[src/rtl/filter_sync_defines.svh]
// Timing constants and the result width for the filter synchroniser block.
// Assumes inclusion by bare name from design files under rtl/.
`ifndef FILTER_SYNC_DEFINES_SVH
`define FILTER_SYNC_DEFINES_SVH

// Decimation ratio of the filter sequencer, in master clock cycles per result.
`define DECIM_RATIO       6'h20
// Results discarded after synchronisation while the filter settles.
`define SETTLE_RESULTS    4'h4
// Cycles the data-ready output stays high around each output update.
`define UPDATE_HIGH_CYCLES 2'h2
// Width of the output result word.
`define RESULT_WIDTH      16

`endif

[src/rtl/filter_sync_pkg.sv]
// Types shared by the filter synchroniser block.
// Assumes nothing beyond a SystemVerilog compiler.
package filter_sync_pkg;
	typedef enum logic [2:0] {
		ST_HOLD   = 3'b001,
		ST_SETTLE = 3'b010,
		ST_RUN    = 3'b100
	} seq_state_t;
endpackage

[src/rtl/filter_sync_clock_select.sv]
// Decimation filter sequencer synchronisation and master clock source selection.
// Assumes the sync input is driven by logic on the master clock, launched on its falling edge.
//
// Notes on behaviour
// - Sync is accepted the same way whatever data interface mode is selected.
// - A rising edge on sync clears the filter sequencer counter to zero.
// - The filter is held in reset while sync is high and released on an edge seeing it low.
// - Sample accumulation starts from the edge on which the filter leaves reset.
// - Parts sharing clock and sync update their output registers in the same cycle.
// - Data-ready is driven high after sync and kept high until a settled result exists.
// - With the oscillator disable pin low the on-chip oscillator supplies the master clock.
// - With the oscillator disable pin high an external clock supplies the master clock.
// - Data-ready goes high for two cycles around each update, new data loaded after its rise.
`timescale 1ns/1ps
`include "filter_sync_defines.svh"

module filter_sync_clock_select #(
	parameter int RESULT_W = `RESULT_WIDTH
) (
	// Clock, reset and enable
	input  wire logic                ref_clk_in,
	input  wire logic                rst_n_in,
	input  wire logic                clk_en_in,
	// Clock source selection
	input  wire logic                crystal_osc_disable_in,
	input  wire logic                xtal_clk_in,
	input  wire logic                ext_clk_in,
	output logic                     osc_enable_out,
	output logic                     master_clock_out,
	// Synchronisation and data path
	input  wire logic                sync_in,
	input  wire logic [RESULT_W-1:0] filter_result_in,
	output logic [RESULT_W-1:0]      result_data_out,
	output logic                     result_valid_n_out,
	output logic                     filter_reset_out,
	output logic [5:0]               seq_count_out
);

	// ************************************************************
	// Clock source selection
	// ************************************************************
	// Static strap steering the analog clock mux; not retimed since it never toggles in use.
	assign osc_enable_out   = ~crystal_osc_disable_in;
	assign master_clock_out = crystal_osc_disable_in ? ext_clk_in
	                                                 : xtal_clk_in;

	// ************************************************************
	// Sync sampling
	// ************************************************************
	// Sync is synchronous to the master clock, so one register suffices for edge finding.
	logic                      sync_r;
	logic                      sync_rise;
	filter_sync_pkg::seq_state_t state_r;
	logic [5:0]                count_r;
	logic [3:0]                settle_r;
	logic [1:0]                high_cnt_r;
	logic                      update;
	logic                      have_result_r;

	always_ff @(posedge ref_clk_in) begin
		if (!rst_n_in) begin
			sync_r <= 1'b0;
		end else if (clk_en_in) begin
			sync_r <= sync_in;
		end
	end

	// Mode pins are not inputs here, so sync behaves identically in every interface mode.
	assign sync_rise = sync_in & ~sync_r;

	// ************************************************************
	// Filter sequencer
	// ************************************************************
	assign update = (state_r != filter_sync_pkg::ST_HOLD)
	              && (count_r == `DECIM_RATIO - 6'h01);

	always_ff @(posedge ref_clk_in) begin
		if (!rst_n_in) begin
			state_r  <= filter_sync_pkg::ST_HOLD;
			count_r  <= 6'h00;
			settle_r <= 4'h0;
		end else if (clk_en_in) begin
			if (sync_rise || sync_in) begin
				state_r  <= filter_sync_pkg::ST_HOLD;
				count_r  <= 6'h00;
				settle_r <= 4'h0;
			end else begin
				case (state_r)
					filter_sync_pkg::ST_HOLD: begin
						// Leaving reset on this edge aligns all parts on the shared clock.
						state_r <= filter_sync_pkg::ST_SETTLE;
						count_r <= 6'h01;
					end
					filter_sync_pkg::ST_SETTLE: begin
						count_r <= update ? 6'h00 : count_r + 6'h01;
						if (update) begin
							settle_r <= settle_r + 4'h1;
							if (settle_r == `SETTLE_RESULTS - 4'h1) begin
								state_r <= filter_sync_pkg::ST_RUN;
							end
						end
					end
					filter_sync_pkg::ST_RUN: begin
						count_r <= update ? 6'h00 : count_r + 6'h01;
					end
					default: begin
						state_r <= filter_sync_pkg::ST_HOLD;
						count_r <= 6'h00;
					end
				endcase
			end
		end
	end

	assign filter_reset_out = (state_r == filter_sync_pkg::ST_HOLD);
	assign seq_count_out    = count_r;

	// ************************************************************
	// Output register and data-ready
	// ************************************************************
	// The update point is a fixed count from sync release, so shared-sync parts load together.
	always_ff @(posedge ref_clk_in) begin
		if (!rst_n_in) begin
			result_data_out <= '0;
		end else if (clk_en_in && update && !sync_in && state_r == filter_sync_pkg::ST_RUN) begin
			result_data_out <= filter_result_in;
		end
	end

	// Data-ready may only fall once a word loaded since the last sync sits in the register.
	// Without this flag the first run period would offer the stale pre-sync word as valid.
	always_ff @(posedge ref_clk_in) begin
		if (!rst_n_in) begin
			have_result_r <= 1'b0;
		end else if (clk_en_in) begin
			if (sync_in || state_r != filter_sync_pkg::ST_RUN) begin
				have_result_r <= 1'b0;
			end else if (update) begin
				have_result_r <= 1'b1;
			end
		end
	end

	always_ff @(posedge ref_clk_in) begin
		if (!rst_n_in) begin
			high_cnt_r         <= 2'h0;
			result_valid_n_out <= 1'b1;
		end else if (clk_en_in) begin
			if (sync_in || state_r != filter_sync_pkg::ST_RUN || !have_result_r) begin
				high_cnt_r         <= 2'h0;
				result_valid_n_out <= 1'b1;
			end else if (count_r == `DECIM_RATIO - 6'h02) begin
				// High one cycle before the load so old data can be latched on the rise.
				high_cnt_r         <= `UPDATE_HIGH_CYCLES - 2'h1;
				result_valid_n_out <= 1'b1;
			end else if (high_cnt_r != 2'h0) begin
				high_cnt_r         <= high_cnt_r - 2'h1;
				result_valid_n_out <= 1'b1;
			end else begin
				result_valid_n_out <= 1'b0;
			end
		end
	end

	// ************************************************************
	// Checks
	// ************************************************************
	a_sync_clears_count: assert property (
		@(posedge ref_clk_in) disable iff (!rst_n_in)
		clk_en_in && sync_in && !sync_r |=> count_r == 6'h00)
		else $error("sequencer not cleared by sync rise");

	a_hold_while_high: assert property (
		@(posedge ref_clk_in) disable iff (!rst_n_in)
		clk_en_in && sync_in |=> filter_reset_out)
		else $error("filter left reset while sync high");

	a_release_on_low: assert property (
		@(posedge ref_clk_in) disable iff (!rst_n_in)
		clk_en_in && filter_reset_out && !sync_in |=> !filter_reset_out && count_r == 6'h01)
		else $error("filter not released when sync low");

	a_ready_high_sync: assert property (
		@(posedge ref_clk_in) disable iff (!rst_n_in)
		clk_en_in && sync_in |=> result_valid_n_out)
		else $error("data-ready low after sync");

	a_ready_settling: assert property (
		@(posedge ref_clk_in) disable iff (!rst_n_in)
		state_r != filter_sync_pkg::ST_RUN |=> result_valid_n_out)
		else $error("data-ready low before settling");

	a_update_pulse: assert property (
		@(posedge ref_clk_in) disable iff (!rst_n_in)
		clk_en_in && state_r == filter_sync_pkg::ST_RUN && !sync_in
		&& count_r == `DECIM_RATIO - 6'h02 && $past(!result_valid_n_out)
		##1 clk_en_in && !sync_in ##1 clk_en_in && !sync_in
		|-> result_valid_n_out && $past(result_valid_n_out) ##1 !result_valid_n_out || !clk_en_in || sync_in)
		else $error("data-ready high pulse not two cycles");

	a_osc_select: assert property (
		@(posedge ref_clk_in) disable iff (!rst_n_in)
		osc_enable_out == !crystal_osc_disable_in)
		else $error("oscillator enable mismatch");

	a_sync_sampled: assert property (
		@(posedge ref_clk_in) disable iff (!rst_n_in)
		clk_en_in |=> sync_r == $past(sync_in))
		else $error("sync not registered");

	a_first_load_ready: assert property (
		@(posedge ref_clk_in) disable iff (!rst_n_in)
		!have_result_r |-> result_valid_n_out)
		else $error("data-ready low before the first result after sync");

	a_load_on_update: assert property (
		@(posedge ref_clk_in) disable iff (!rst_n_in)
		clk_en_in && update && !sync_in && state_r == filter_sync_pkg::ST_RUN
		|=> result_data_out == $past(filter_result_in))
		else $error("output register not loaded at the update point");

	a_count_wrap: assert property (
		@(posedge ref_clk_in) disable iff (!rst_n_in)
		clk_en_in && !sync_in && !filter_reset_out && count_r == `DECIM_RATIO - 6'h01
		|=> count_r == 6'h00)
		else $error("sequencer did not wrap after a full period");

	a_enable_freeze: assert property (
		@(posedge ref_clk_in) disable iff (!rst_n_in)
		!clk_en_in |=> $stable(count_r) && $stable(result_valid_n_out))
		else $error("state moved while the clock enable was low");

endmodule

[config.mk]
export PLATFORM = sky130hd
export DESIGN_NAME = filter_sync_clock_select
export DESIGN_NICKNAME = d
export VERILOG_FILES = /design/src/rtl/filter_sync_pkg.sv /design/src/rtl/filter_sync_clock_select.sv
export VERILOG_INCLUDE_DIRS = /design/src /design/src/rtl
export SDC_FILE = /design/constraint.sdc
export NUM_CORES = 1
export LEC_CHECK = 0
export BUFFER_PORTS_ARGS = -buffer_cell sky130_fd_sc_hd__buf_2
export CORE_AREA = 2 2 59 61
export CTS_BUF_LIST = sky130_fd_sc_hd__clkbuf_8
export CTS_CLUSTER_DIAMETER = 200
export CTS_CLUSTER_SIZE = 10
export DETAILED_ROUTE_END_ITERATION = 10
export DIE_AREA = 0 0 61 63
export GPL_TIMING_DRIVEN = 0
export PLACE_DENSITY = 0.84
export SLEW_MARGIN = 0
export SYNTH_ARGS = -nofsm -noshare
export SYNTH_HDL_FRONTEND = slang
export SYNTH_SLANG_ARGS = --single-unit
[constraint.sdc]
create_clock -name ref_clk_in -period 1.91 [get_ports ref_clk_in]
set_input_delay 0.0955 -clock ref_clk_in [delete_from_list [all_inputs] [get_ports ref_clk_in]]
set_output_delay 0.0955 -clock ref_clk_in [all_outputs]
set_load 0.01 [all_outputs]
# After elaboration in Yosys (flattened, before gate mapping)
# Cells that the tools add are included.
[word_totals] ff_bits=34 out_inout_bits=26 word_cells=63
[classes] addsub=3 n_eq_ne=11 muxes=19 bitwise=3 reduce_logical=19
[op_table] operator="$eq 6x5->1 const B" n=2
[op_table] operator="$mux 4" n=3
[op_table] operator="$mux 6" n=2
[op_table] operator="$pmux 6 s2" n=1
[op_table] operator="$mux 3" n=3
[op_table] operator="$ne 3x3->1 const B" n=3
[op_table] operator="$pmux 3 s3" n=1
[op_table] operator="$reduce_bool 2->1" n=4
[op_table] operator="$add 6x1->6 const B" n=1
[op_table] operator="$mux 1" n=6
[op_table] operator="$mux 2" n=3
[op_table] operator="$add 4x1->4 const B" n=1
[op_table] operator="$eq 4x2->1 const B" n=1
[op_table] operator="$logic_and 1x1->1" n=4
[op_table] operator="$reduce_and 2->1" n=2
[op_table] operator="$reduce_and 4->1" n=1
[op_table] operator="$eq 3x1->1 const B" n=1
[op_table] operator="$eq 3x2->1 const B" n=1
[op_table] operator="$eq 3x3->1 const B" n=1
[op_table] operator="$logic_or 1x1->1" n=3
[op_table] operator="$ne 3x1->1 const B" n=1
[op_table] operator="$reduce_and 3->1" n=1
[op_table] operator="$reduce_bool 3->1" n=1
[op_table] operator="$logic_not 1->1" n=2
[op_table] operator="other kinds (5)" n=6

# Depth between registers and ports, before layout
# Gate-level depths: netlist of the first run.
[depth] word_depth=5 depth_mapped=6

# Worst setup path after synthesis of the first run
# Ideal clock, no wire load.
[synth_path] path_kind="register to register" from="reg state_r[2]" to="reg result_data_out[5]" t_arrival_ns=1.614 t_required_ns=1.788 setup_slack_ns=0.174 stages_incl_launch_ff=6 n_path_buf=2 period_less_slack_ns=1.736 path_cell_list="dfxtp_1 > clkbuf_2 > or4b_4 > nor4_4 > buf_6 > o21ai_0"
[synth_between] elab_chain_cells=5 elab_cells_between_ends=6 cone_classes="2 x eq/ne; 4 x reduce/logical"
[synth_rtl] element="from (decl)" line_no="filter_sync_clock_select.sv:53" rtl="filter_sync_pkg::seq_state_t state_r;"
[synth_rtl] element="from (signal assigned)" line_no="filter_sync_clock_select.sv:79" rtl="state_r <= filter_sync_pkg::ST_HOLD;"
[synth_rtl] element="from (signal assigned)" line_no="filter_sync_clock_select.sv:84" rtl="state_r <= filter_sync_pkg::ST_HOLD;"
[synth_rtl] element="from (signal assigned)" line_no="filter_sync_clock_select.sv:91" rtl="state_r <= filter_sync_pkg::ST_SETTLE;"
[synth_rtl] element="$ne 3x1->1" line_no="filter_sync_clock_select.sv:74" rtl="assign update = (state_r != filter_sync_pkg::ST_HOLD)"
[synth_rtl] element="$logic_and 1x1->1" line_no="filter_sync_clock_select.sv:74"
[synth_rtl] element="$logic_and 1x1->1 (2 in series)" line_no="filter_sync_clock_select.sv:125" rtl="end else if (clk_en_in && update && !sync_in && state_r == filter_sync_pkg::ST_RUN) begin"
[synth_rtl] element="$logic_and 1x1->1 *" line_no="filter_sync_clock_select.sv:125"
[synth_rtl] element="to (signal assigned)" line_no="filter_sync_clock_select.sv:126" rtl="result_data_out <= filter_result_in;"
[synth_rtl] element="to (decl)" line_no="filter_sync_clock_select.sv:33" rtl="output logic [RESULT_W-1:0] result_data_out,"
# Mark *: on every way between the ends. The rest lies on a longest branch, timed or not.
# A chain may end at the register's enable or synchronous reset.

# Worst setup path in the final report of the first run
[layout_path] from="reg state_r[2]" to="reg result_data_out[8]"
# The elaborated chain is that of the path after synthesis.

==> qor.csv, run 1 <==
metric,value,unit
main flop type after synthesis,dfxtp_1,
"Data arrival, critical path",2.06,ns
P_int,1.159,mW
total number of vias,1504,
pwr dens,739.9,nW/um^2
TritonCTS buffer count,5,
area of the multi-input gates,827.0,um^2
worst setup path class,reg2reg,
Seq. cell area,660.6,um^2
Slew Limit Fails,0,
Post-DP HPWL,2.655,mm
CP required,2.13,ns
Area growth syn-to-layout,26.37,%
reg2reg start,state_r[2]$_SDFFE_PN0P_,
remaining antenna violation count,0,
global-route usage over all layers,0.2116,
yosys warns,0,
hold violation total from the final report,0,
Post-Syn Area,1594,um^2
clock buffer depth,2,
core footprint,3232,um^2
crit-path max FO,10,
routed wire length,3.611,mm
"critical path, cell by cell","buf_2, or4b_4, nor4_4, buf_4, buf_6, nand3_1, o21ai_1",
num ports,49,
DRC,0,
initial core utilization,0.4932,
initial antenna violation count,0,
WL/cell,12.67,um
CTS Hold Bufs,0,
clock tree sinks,33,
Psw,0.3315,mW
fillcell total,306,
row count,21,
Leak,0.8168,nW
Final period util,0.9606,
DR iter-0 viols,60,
final setup TNS,0,ns
TritonRoute pass-1 iters,4,
H-tree levels,2,
vias in the first global route,1457,
share of layout cells above drive strength 1,0.3305,
peak supply drop,560.9,uV
Mapped Avg Cell Area,8.616,um^2
n_diodes,0,
startpoint types,flop,
nets@finish,265,
RePlAce Congestion,0.8311,
post-route minimum period,1.835,ns
Critical Path Sink Type,flop,
Clock Tree Root,clkbuf_8,
clock power share,0.462,
Yosys cell types,39,
Reg power frac,0.471,
Async SR Flop Fraction,0,
die area,3843,um^2
pre-CTS setup slack,-0.01735,ns
"Slowest-stage cell, CP",or4b_4,
largest net degree at the start of global routing,12,
status,"finished, final reports clean",
Worst Setup SP,state_r[2]$_SDFFE_PN0P_,
Max stage delay on crit path,0.53,ns
Buffers on Ports,45,
Hold Path Origin,filter_result_in[11],
Die Span Y,63,um
Die Wd,61,um
Hold Path Class,in2reg,
grt ovf,0,
Logic pwr share,0.067,
fmax,545.0,MHz
Clock Skew,0.004746,ns
max_cap viols,0,
Net Sw Frac,0.2224,
Slew HR,0.4721,
final core utilization,0.6233,
first-pass GRT wire length,6.244,mm
worst slew pin tran,0.7901,ns
drt via density,5.277,
flop and latch count out of synthesis,33,
CTS tree,built,
Gate Count Post-Synth,185,
Final WS setup,0.07518,ns
Skew-Pair Late Insertion Delay,0.29,ns
sequential fraction of the synthesis area,0.4144,
clock transition time at the flip-flop clock pins of the worst setup and hold paths,0.07,ns
Post-synth EDFFs,0,
Final setup viols,0,
syn nets,212,
final timing paths:
| check | endpoint | slack [ns] | depth (start not counted) |
|---|---|---|---|
| min reg2reg | result_data_out[10]$_SDFFE_PN0P_ | 0.45 | 2 |
| max reg2reg | result_data_out[8]$_SDFFE_PN0P_ | 0.08 | 7 |
| min | result_data_out[11]$_SDFFE_PN0P_ | 0.02 | 3 |
| max | result_data_out[8]$_SDFFE_PN0P_ | 0.08 | 7 |
layout by cell type (no fill, tap or decap), types with 6 or more instances in the layout:
master and count:
o21ai_1 6, inv_1 10, nor2_1 12, nand2_1 22, nand3_1 18, buf_2 48, dfxtp_1 33, clkbuf_8 6
o21ai_0 10
layout make-up:
cell class                      count  share of cell area
Clock buffer                        6             0.04099
Inverter                           10             0.01863
Clock inverter                      2             0.01863
Sequential cell                    33              0.3280
Timing Repair Buffer               46              0.1155
Tap cell                           46             0.02857
Multi-Input combinational cell    130              0.4106
Buffer                             12             0.03913
repair_timing:
action,4_1_cts,5_1_grt
endpoints found under the setup margin,10,20
setup buffers,0,1
pin swaps,1,1
resized for setup,0,3
sequential cells by signal, summed over array words and instances (netlist names):
| name | flops |
|---|---|
| settle_r | 4 |
| have_result_r | 1 |
| high_cnt_r | 2 |
| seq_count_out | 6 |
| state_r | 3 |
| result_data_out | 16 |
| result_valid_n_out | 1 |
cells by family (layout without fill, tap and decap cells):
family | after synthesis | count (layout) | share of synthesized area
muxes | 1 | 1 | 0.007064
and+or+nand+nor | 79 | 79 | 0.2747
DFF | 33 | 33 | 0.4144
buffers and inverters | 22 | 76 | 0.07300
xor gates and xnor gates | 6 | 6 | 0.03297
adders and majority gates | 4 | 4 | 0.03140
AOI/OAI and AO/OA | 40 | 40 | 0.1664
metrics by stage:
| step | instances | cell area (um^2) | hold WS (ns) | power, mW |
|---|---|---|---|---|
| finish | 285 | 2014 | 0.01770 | 1.491 |
| global placement | 276 | 1877 | 0.3085 | 0.8147 |
| detailed placement | 276 | 1877 | 0.3152 | 0.8164 |
| floorplan | 185 | 1594 | 0.2165 | 0.7746 |
| global route | 285 | 2014 | 0.01428 | 1.553 |
| CTS | 284 | 1997 | 0.007342 | 1.508 |
Yosys cell counts, drive strengths merged (2+ instances only):
cell type,instances,share of area
dfxtp,33,0.41
nand2,22,0.052
nand3,22,0.082
o21ai,20,0.072
nor2,12,0.028
inv,10,0.024
buf,6,0.035
clkbuf,6,0.015
nor3,6,0.019
a21oi,5,0.016
a211oi,4,0.019
ha,4,0.031
nand3b,3,0.014
nand4b,3,0.016
xnor2,3,0.016
xor2,3,0.016
nand4,2,0.0078
nor4,2,0.017
o211ai,2,0.0094
o21a,2,0.0094
o32ai,2,0.011
or3b,2,0.011
per-layer routing:
| layer | up-vias | GRT usage | routed length, um |
|---|---|---|---|
| met2 | 50 | 0.3145 | 1733 |
| li1 | 759 | - | - |
| met5 | - | 0 | 0 |
| met1 | 693 | 0.2790 | 1647 |
| met4 | 0 | 0.06793 | 8 |
| met3 | 2 | 0.08075 | 221 |
worst max-delay path, delay by kind of cell (launching register included):
| kind | cells | cell delay, ns |
|---|---|---|
| simple gates | 3 | 0.87 |
| buf+inv | 3 | 0.50 |
| flops | 1 | 0.31 |
| compound gates | 1 | 0.08 |
power groups by stage:
stage / logic [mW] / registers, mW / clock network [mW]
6_report: 0.0999 / 0.701 / 0.689
5_1_grt: 0.113 / 0.702 / 0.738
4_1_cts: 0.100 / 0.701 / 0.707
3_5_place_dp: 0.0995 / 0.717 / 0
3_3_place_gp: 0.0984 / 0.716 / 0
2_1_floorplan: 0.0583 / 0.716 / 0
No activity file was read; power rests on OpenSTA's default activity.
==> run 2: changes to the inputs <==
--- a/config.mk
+++ b/config.mk
@@ -14,6 +14,7 @@
 export DETAILED_ROUTE_END_ITERATION = 10
 export DIE_AREA = 0 0 61 63
 export GPL_TIMING_DRIVEN = 0
+export HOLD_SLACK_MARGIN = 0.1
 export PLACE_DENSITY = 0.84
 export SLEW_MARGIN = 0
 export SYNTH_ARGS = -nofsm -noshare
==> run 2 against run 1 <==
Effect of this change:
- largest power group unchanged
- core utilization rose by 5.0 points
- via count increased by 4.7%
- global-route usage is 2.0 points higher
- first-iteration DRC count is 62% higher
- clock power about the same
- clock skew about the same
- sequential power barely moved
==> qor.csv, run 2 (synthesis results as in run 1) <==
metric,value,unit,change
Placed Cells,276,,unchanged
initial core utilization,0.4932,,unchanged
Leak,0.8834,nW,+8.2%
RePlAce Congestion,0.8311,,unchanged
initial antenna violation count,0,,unchanged
n_diodes,0,,unchanged
pre-CTS setup slack,-0.01735,ns,unchanged
CP required,2.13,ns,about the same
vias in the first global route,1538,,+5.6%
nets@finish,281,,+6.0%
Logic pwr share,0.083,,+0.016
max_cap viols,0,,unchanged
grt ovf,0,,unchanged
largest register by flop count,result_data_out,,
Die Span Y,63,um,unchanged
share of layout cells above drive strength 1,0.3098,,-0.02074
max reg flops,16,,unchanged
clock power share,0.455,,-0.007
Critical Path Sink Type,flop,,
Final setup viols,0,,unchanged
Slew Limit Fails,0,,unchanged
global-route usage over all layers,0.2321,,+0.02047
WL/cell,13.03,um,+2.8%
routed wire length,3.921,mm,+8.6%
first-pass GRT wire length,6.762,mm,+8.3%
Slew HR,0.4659,,-0.006214
die area,3843,um^2,unchanged
total power draw,1.518,mW,+1.8%
DP Area,1877,um^2,unchanged
row count,21,,unchanged
pwr dens,697.2,nW/um^2,-5.8%
Psw,0.3375,mW,+1.8%
RSZ-0062 raised after global routing,false,,
num ports,49,,unchanged
most frequent cells in the layout,"buf_2 (47), dfxtp_1 (33), nand2_1 (22)",,
largest net degree at the start of global routing,12,,unchanged
post-route minimum period,1.829,ns,-0.006070 ns
drt via density,5.233,,-0.85%
Final WS setup,0.08125,ns,+0.006070 ns
DR iter-0 viols,97,,+62%
"non-filler cells, final",301,,+5.6%
crit-path max FO,10,,unchanged
core footprint,3232,um^2,unchanged
startpoint types,flop,,
Skew-Pair Late Insertion Delay,0.29,ns,about the same
worst slew pin tran,0.7994,ns,+0.009300 ns
Clock Skew,0.004440,ns,-0.0003055 ns
clock tree sinks,33,,unchanged
TritonCTS buffer count,5,,unchanged
Hold Path Class,in2reg,,
remaining antenna violation count,0,,unchanged
"Data arrival, critical path",2.05,ns,about the same
Clock Tree Root,clkbuf_8,,
Final period util,0.9575,,-0.003178
Net Sw Frac,0.2224,,about the same
P_int,1.180,mW,+1.8%
clock buffer depth,2,,unchanged
CTS tree,built,,
fmax,546.8,MHz,+0.33%
Area growth syn-to-layout,36.58,%,
Buffers on Ports,45,,unchanged
Die Wd,61,um,unchanged
WHS,0.1411,ns,+0.1234 ns
peak supply drop,566.8,uV,+1.1%
"commonest non-fill, non-tap cell in the layout",buf_2,,
TritonRoute pass-1 iters,4,,unchanged
Reg power frac,0.462,,-0.009
Post-DP HPWL,2.655,mm,unchanged
status,"finished, final reports clean",,
total number of vias,1575,,+4.7%
clock transition time at the flip-flop clock pins of the worst setup and hold paths,0.07,ns,about the same
worst setup path class,reg2reg,,
H-tree levels,2,,unchanged
hold violation total from the final report,0,,unchanged
DRC,0,,unchanged
final instance area,2177,um^2,+8.1%
## run 2: final timing paths
kind / startpoint / endpoint / slack [ns] / depth (start not counted)
hold reg to reg: result_data_out[10]$_SDFFE_PN0P_ / result_data_out[10]$_SDFFE_PN0P_ / 0.45 / 2
hold / removal: sync_in / settle_r[0]$_SDFFE_PN0P_ / 0.14 / 3
setup reg to reg: state_r[2]$_SDFFE_PN0P_ / result_data_out[7]$_SDFFE_PN0P_ / 0.08 / 7
setup / recovery: state_r[2]$_SDFFE_PN0P_ / result_data_out[7]$_SDFFE_PN0P_ / 0.08 / 7
## run 2: what timing repair did
| item | in CTS | in global routing |
|---|---|---|
| endpoints found under the hold margin | 16 | 0 |
| hold buffers | 16 | 0 |
| setup buffers | 0 | 1 |
| resized for setup | 0 | 4 |
| pin swaps | 1 | 1 |
| endpoints found under the setup margin | 10 | 20 |
## run 2: power by group through the flow
stage	sequential (mW)	clock [mW]	combinational [mW]
after floorplan	0.716	0	0.0583
after global placement	0.716	0	0.0984
after detailed placement	0.717	0	0.0995
after CTS	0.701	0.707	0.125
after global routing	0.702	0.741	0.140
final	0.701	0.690	0.127
## run 2: stage by stage
step                  util  setup TNS, ns
floorplan                -              0
CTS                 0.6674              0
global placement    0.5807              0
global route        0.6736              0
finish              0.6736              0
detailed placement  0.5807       -0.03150
## run 2: worst max-delay path, stage by stage (launching register included)
cell and delay (ns):
dfxtp_1 0.31, buf_4 0.14, or4b_4 0.52, nor4_4 0.26, buf_4 0.19, buf_6 0.15, nand3_1 0.09, o21ai_1 0.10
## run 2: layout make-up
class	count	area, um^2
timing repair buffer	62	392.9
buffer	12	81.33
multi-input combinational	130	827.0
tap	46	57.56
clock inverter	2	37.54
sequential	33	660.6
clock buffer	6	82.58
inverter	10	37.54
fill	273	1055
## run 2: layer usage
metal,part of all wire,wire length [um],GRT usage,vias to the layer above
met3,0.052,202,0.08489,4
met4,0.0071,28,0.07609,0
li1,-,-,-,788
met1,0.44,1744,0.2955,739
met2,0.50,1946,0.3575,44
met5,0,0,0,-
==> run 3: changes to the inputs <==
--- a/config.mk
+++ b/config.mk
@@ -7,15 +7,15 @@
 export NUM_CORES = 1
 export LEC_CHECK = 0
 export BUFFER_PORTS_ARGS = -buffer_cell sky130_fd_sc_hd__buf_2
-export CORE_AREA = 2 2 59 61
+export CORE_AREA = 2 2 76 78
 export CTS_BUF_LIST = sky130_fd_sc_hd__clkbuf_8
 export CTS_CLUSTER_DIAMETER = 200
 export CTS_CLUSTER_SIZE = 10
 export DETAILED_ROUTE_END_ITERATION = 10
-export DIE_AREA = 0 0 61 63
+export DIE_AREA = 0 0 78 80
 export GPL_TIMING_DRIVEN = 0
 export HOLD_SLACK_MARGIN = 0.1
-export PLACE_DENSITY = 0.84
+export PLACE_DENSITY = 0.57
 export SLEW_MARGIN = 0
 export SYNTH_ARGS = -nofsm -noshare
 export SYNTH_HDL_FRONTEND = slang
==> run 3 against run 2 <==
Effect of this change:
- clock power is 7.4% lower
- core utilization is 27 points lower
- sequential power hardly changed
- global-route usage is 9.6 points lower
- final area is 0.75% higher
- critical path type unchanged
- highest routed layer unchanged
==> qor.csv, run 3 (synthesis results as in run 1) <==
metric,value,unit,change
startpoint types,flop,,
hold violation total from the final report,0,,unchanged
fillcell total,579,,+110%
reg2reg setup slack,0.09,ns,about the same
H-tree levels,2,,unchanged
"commonest non-fill, non-tap cell in the layout",buf_2,,
CP required,2.08,ns,-0.05 ns
clock buffer depth,2,,unchanged
Final period util,0.9545,,-0.002929
initial antenna violation count,0,,unchanged
Die Wd,78,um,+28%
largest net degree at the start of global routing,11,,-1
num ports,49,,unchanged
die area,6240,um^2,+62%
RePlAce Congestion,0.7670,,-7.7%
Buffers on Ports,45,,unchanged
remaining antenna violation count,0,,unchanged
clock transition time at the flip-flop clock pins of the worst setup and hold paths,0.07,ns,about the same
Area growth syn-to-layout,37.60,%,
share of layout cells above drive strength 1,0.3071,,-0.002717
max_cap viols,0,,unchanged
core footprint,5405,um^2,+67%
Hold Path Origin,sync_in,,
reg2reg start,state_r[0]$_SDFFE_PN1P_,,
DR WL met2,1.748,mm,-10%
first-pass GRT wire length,6.768,mm,about the same
Slew Limit Fails,0,,unchanged
global-route usage over all layers,0.1362,,-0.09587
metal3 WL,214,um,+5.9%
uppermost layer routed,met4,,
area of the multi-input gates,827.0,um^2,unchanged
Worst Setup SP,state_r[0]$_SDFFE_PN1P_,,
Slew HR,0.4724,,+0.006507
Final setup viols,0,,unchanged
RR Endpoint,result_data_out[3]$_SDFFE_PN0P_,,
most frequent cells in the layout,"buf_2 (47), dfxtp_1 (33), nand2_1 (22)",,
hold depth,3,,unchanged
Seq. cell area,660.6,um^2,unchanged
grt ovf,0,,unchanged
Worst Reg-to-Reg Cells,6,,-1
Die Span Y,80,um,+27%
worst slew pin tran,0.7897,ns,-0.009739 ns
met1 wire length,1.919,mm,+10%
total number of vias,1529,,-2.9%
row count,27,,+29%
status,"finished, final reports clean",,
post-route minimum period,1.823,ns,-0.005594 ns
pwr dens,669.0,nW/um^2,-4.1%
Leak,0.8800,nW,-0.39%
Hold Path End,settle_r[1]$_SDFFE_PN0P_,,
TritonRoute pass-1 iters,4,,unchanged
n_diodes,0,,unchanged
fmax,548.5,MHz,+0.31%
drt via density,4.690,,-10%
Hold Path Class,in2reg,,
"Data arrival, critical path",2.00,ns,-0.05 ns
Clock Skew,0.002745,ns,-0.001695 ns
final setup TNS,0,ns,unchanged
max reg flops,16,,unchanged
Clock Tree Root,clkbuf_8,,
routed wire length,3.935,mm,+0.36%
TritonCTS buffer count,5,,unchanged
DRC,0,,unchanged
Post-DP HPWL,2.672,mm,+0.64%
CTS tree,built,,
WL/cell,12.07,um,-7.3%
DR iter-0 viols,51,,-47%
vias in the first global route,1484,,-3.5%
largest register by flop count,result_data_out,,
final core utilization,0.4058,,-0.2678
Critical Path Sink Type,flop,,
crit-path max FO,10,,unchanged
nets@finish,281,,unchanged
initial core utilization,0.2949,,-0.1983
total power draw,1.467,mW,-3.3%
Skew-Pair Late Insertion Delay,0.29,ns,about the same
worst setup path class,reg2reg,,
peak supply drop,295.5,uV,-48%
clock tree sinks,33,,unchanged
[run 3: where the power goes]
group	switching, mW	internal, mW	leakage (nW)
registers	0.00884	0.693	0.266
logic	0.0633	0.0632	0.560
clock network	0.260	0.379	0.0540
[run 3: repair_timing]
item	4_1_cts	5_1_grt
buffers inserted	0	1
hold buffers	16	0
gates resized for setup	1	3
hold endpoints to repair	16	0
setup endpoints to repair	13	19
pin swaps	1	1
[run 3: worst max path at each step]
| stage | end | slack, ns | cells past startpoint |
|---|---|---|---|
| after CTS | state_r[1]$_SDFFE_PN0P_ | 0.04 | 5 |
| after detailed placement | settle_r[2]$_SDFFE_PN0P_ | -0.005 | 5 |
| final | result_data_out[3]$_SDFFE_PN0P_ | 0.09 | 6 |
| after floorplan | result_data_out[5]$_SDFFE_PN0P_ | 0.17 | 5 |
| after global routing | result_data_out[3]$_SDFFE_PN0P_ | -0.002 | 6 |
| after global placement | settle_r[2]$_SDFFE_PN0P_ | -0.007 | 5 |
[run 3: per-layer routing]
metal,GRT usage,vias to the layer above
li1,-,793
met1,0.1652,687
met2,0.2233,42
met3,0.04186,7
met4,0.05789,0
met5,0,-
[run 3: layout make-up]
class                      instances  share of cell area
multi-input combinational        130              0.3771
sequential                        33              0.3012
timing repair buffer              62              0.1791
tap                               72             0.04107
buffer                            12             0.03708
clock buffer                       5             0.03137
inverter                          10             0.01711
clock inverter                     2             0.01597
[run 3: worst max-delay path, cell delays in order, from the launching register on]
cell and delay [ns]:
dfxtp_1 0.46, nor3b_1 0.69, nor4_4 0.07, buf_4 0.19, buf_6 0.14, nand3_1 0.08, o21ai_0 0.08
[run 3: through the flow]
step	area, um^2	cells	hold slack (ns)	worst slack [ns]
floorplan	1594	185	0.2165	0.1738
global placement	1909	302	0.3100	-0.007078
detailed placement	1909	302	0.3168	-0.004857
CTS	2178	325	0.1339	0.03650
global route	2193	326	0.1506	-0.002174
finish	2193	326	0.1380	0.08684
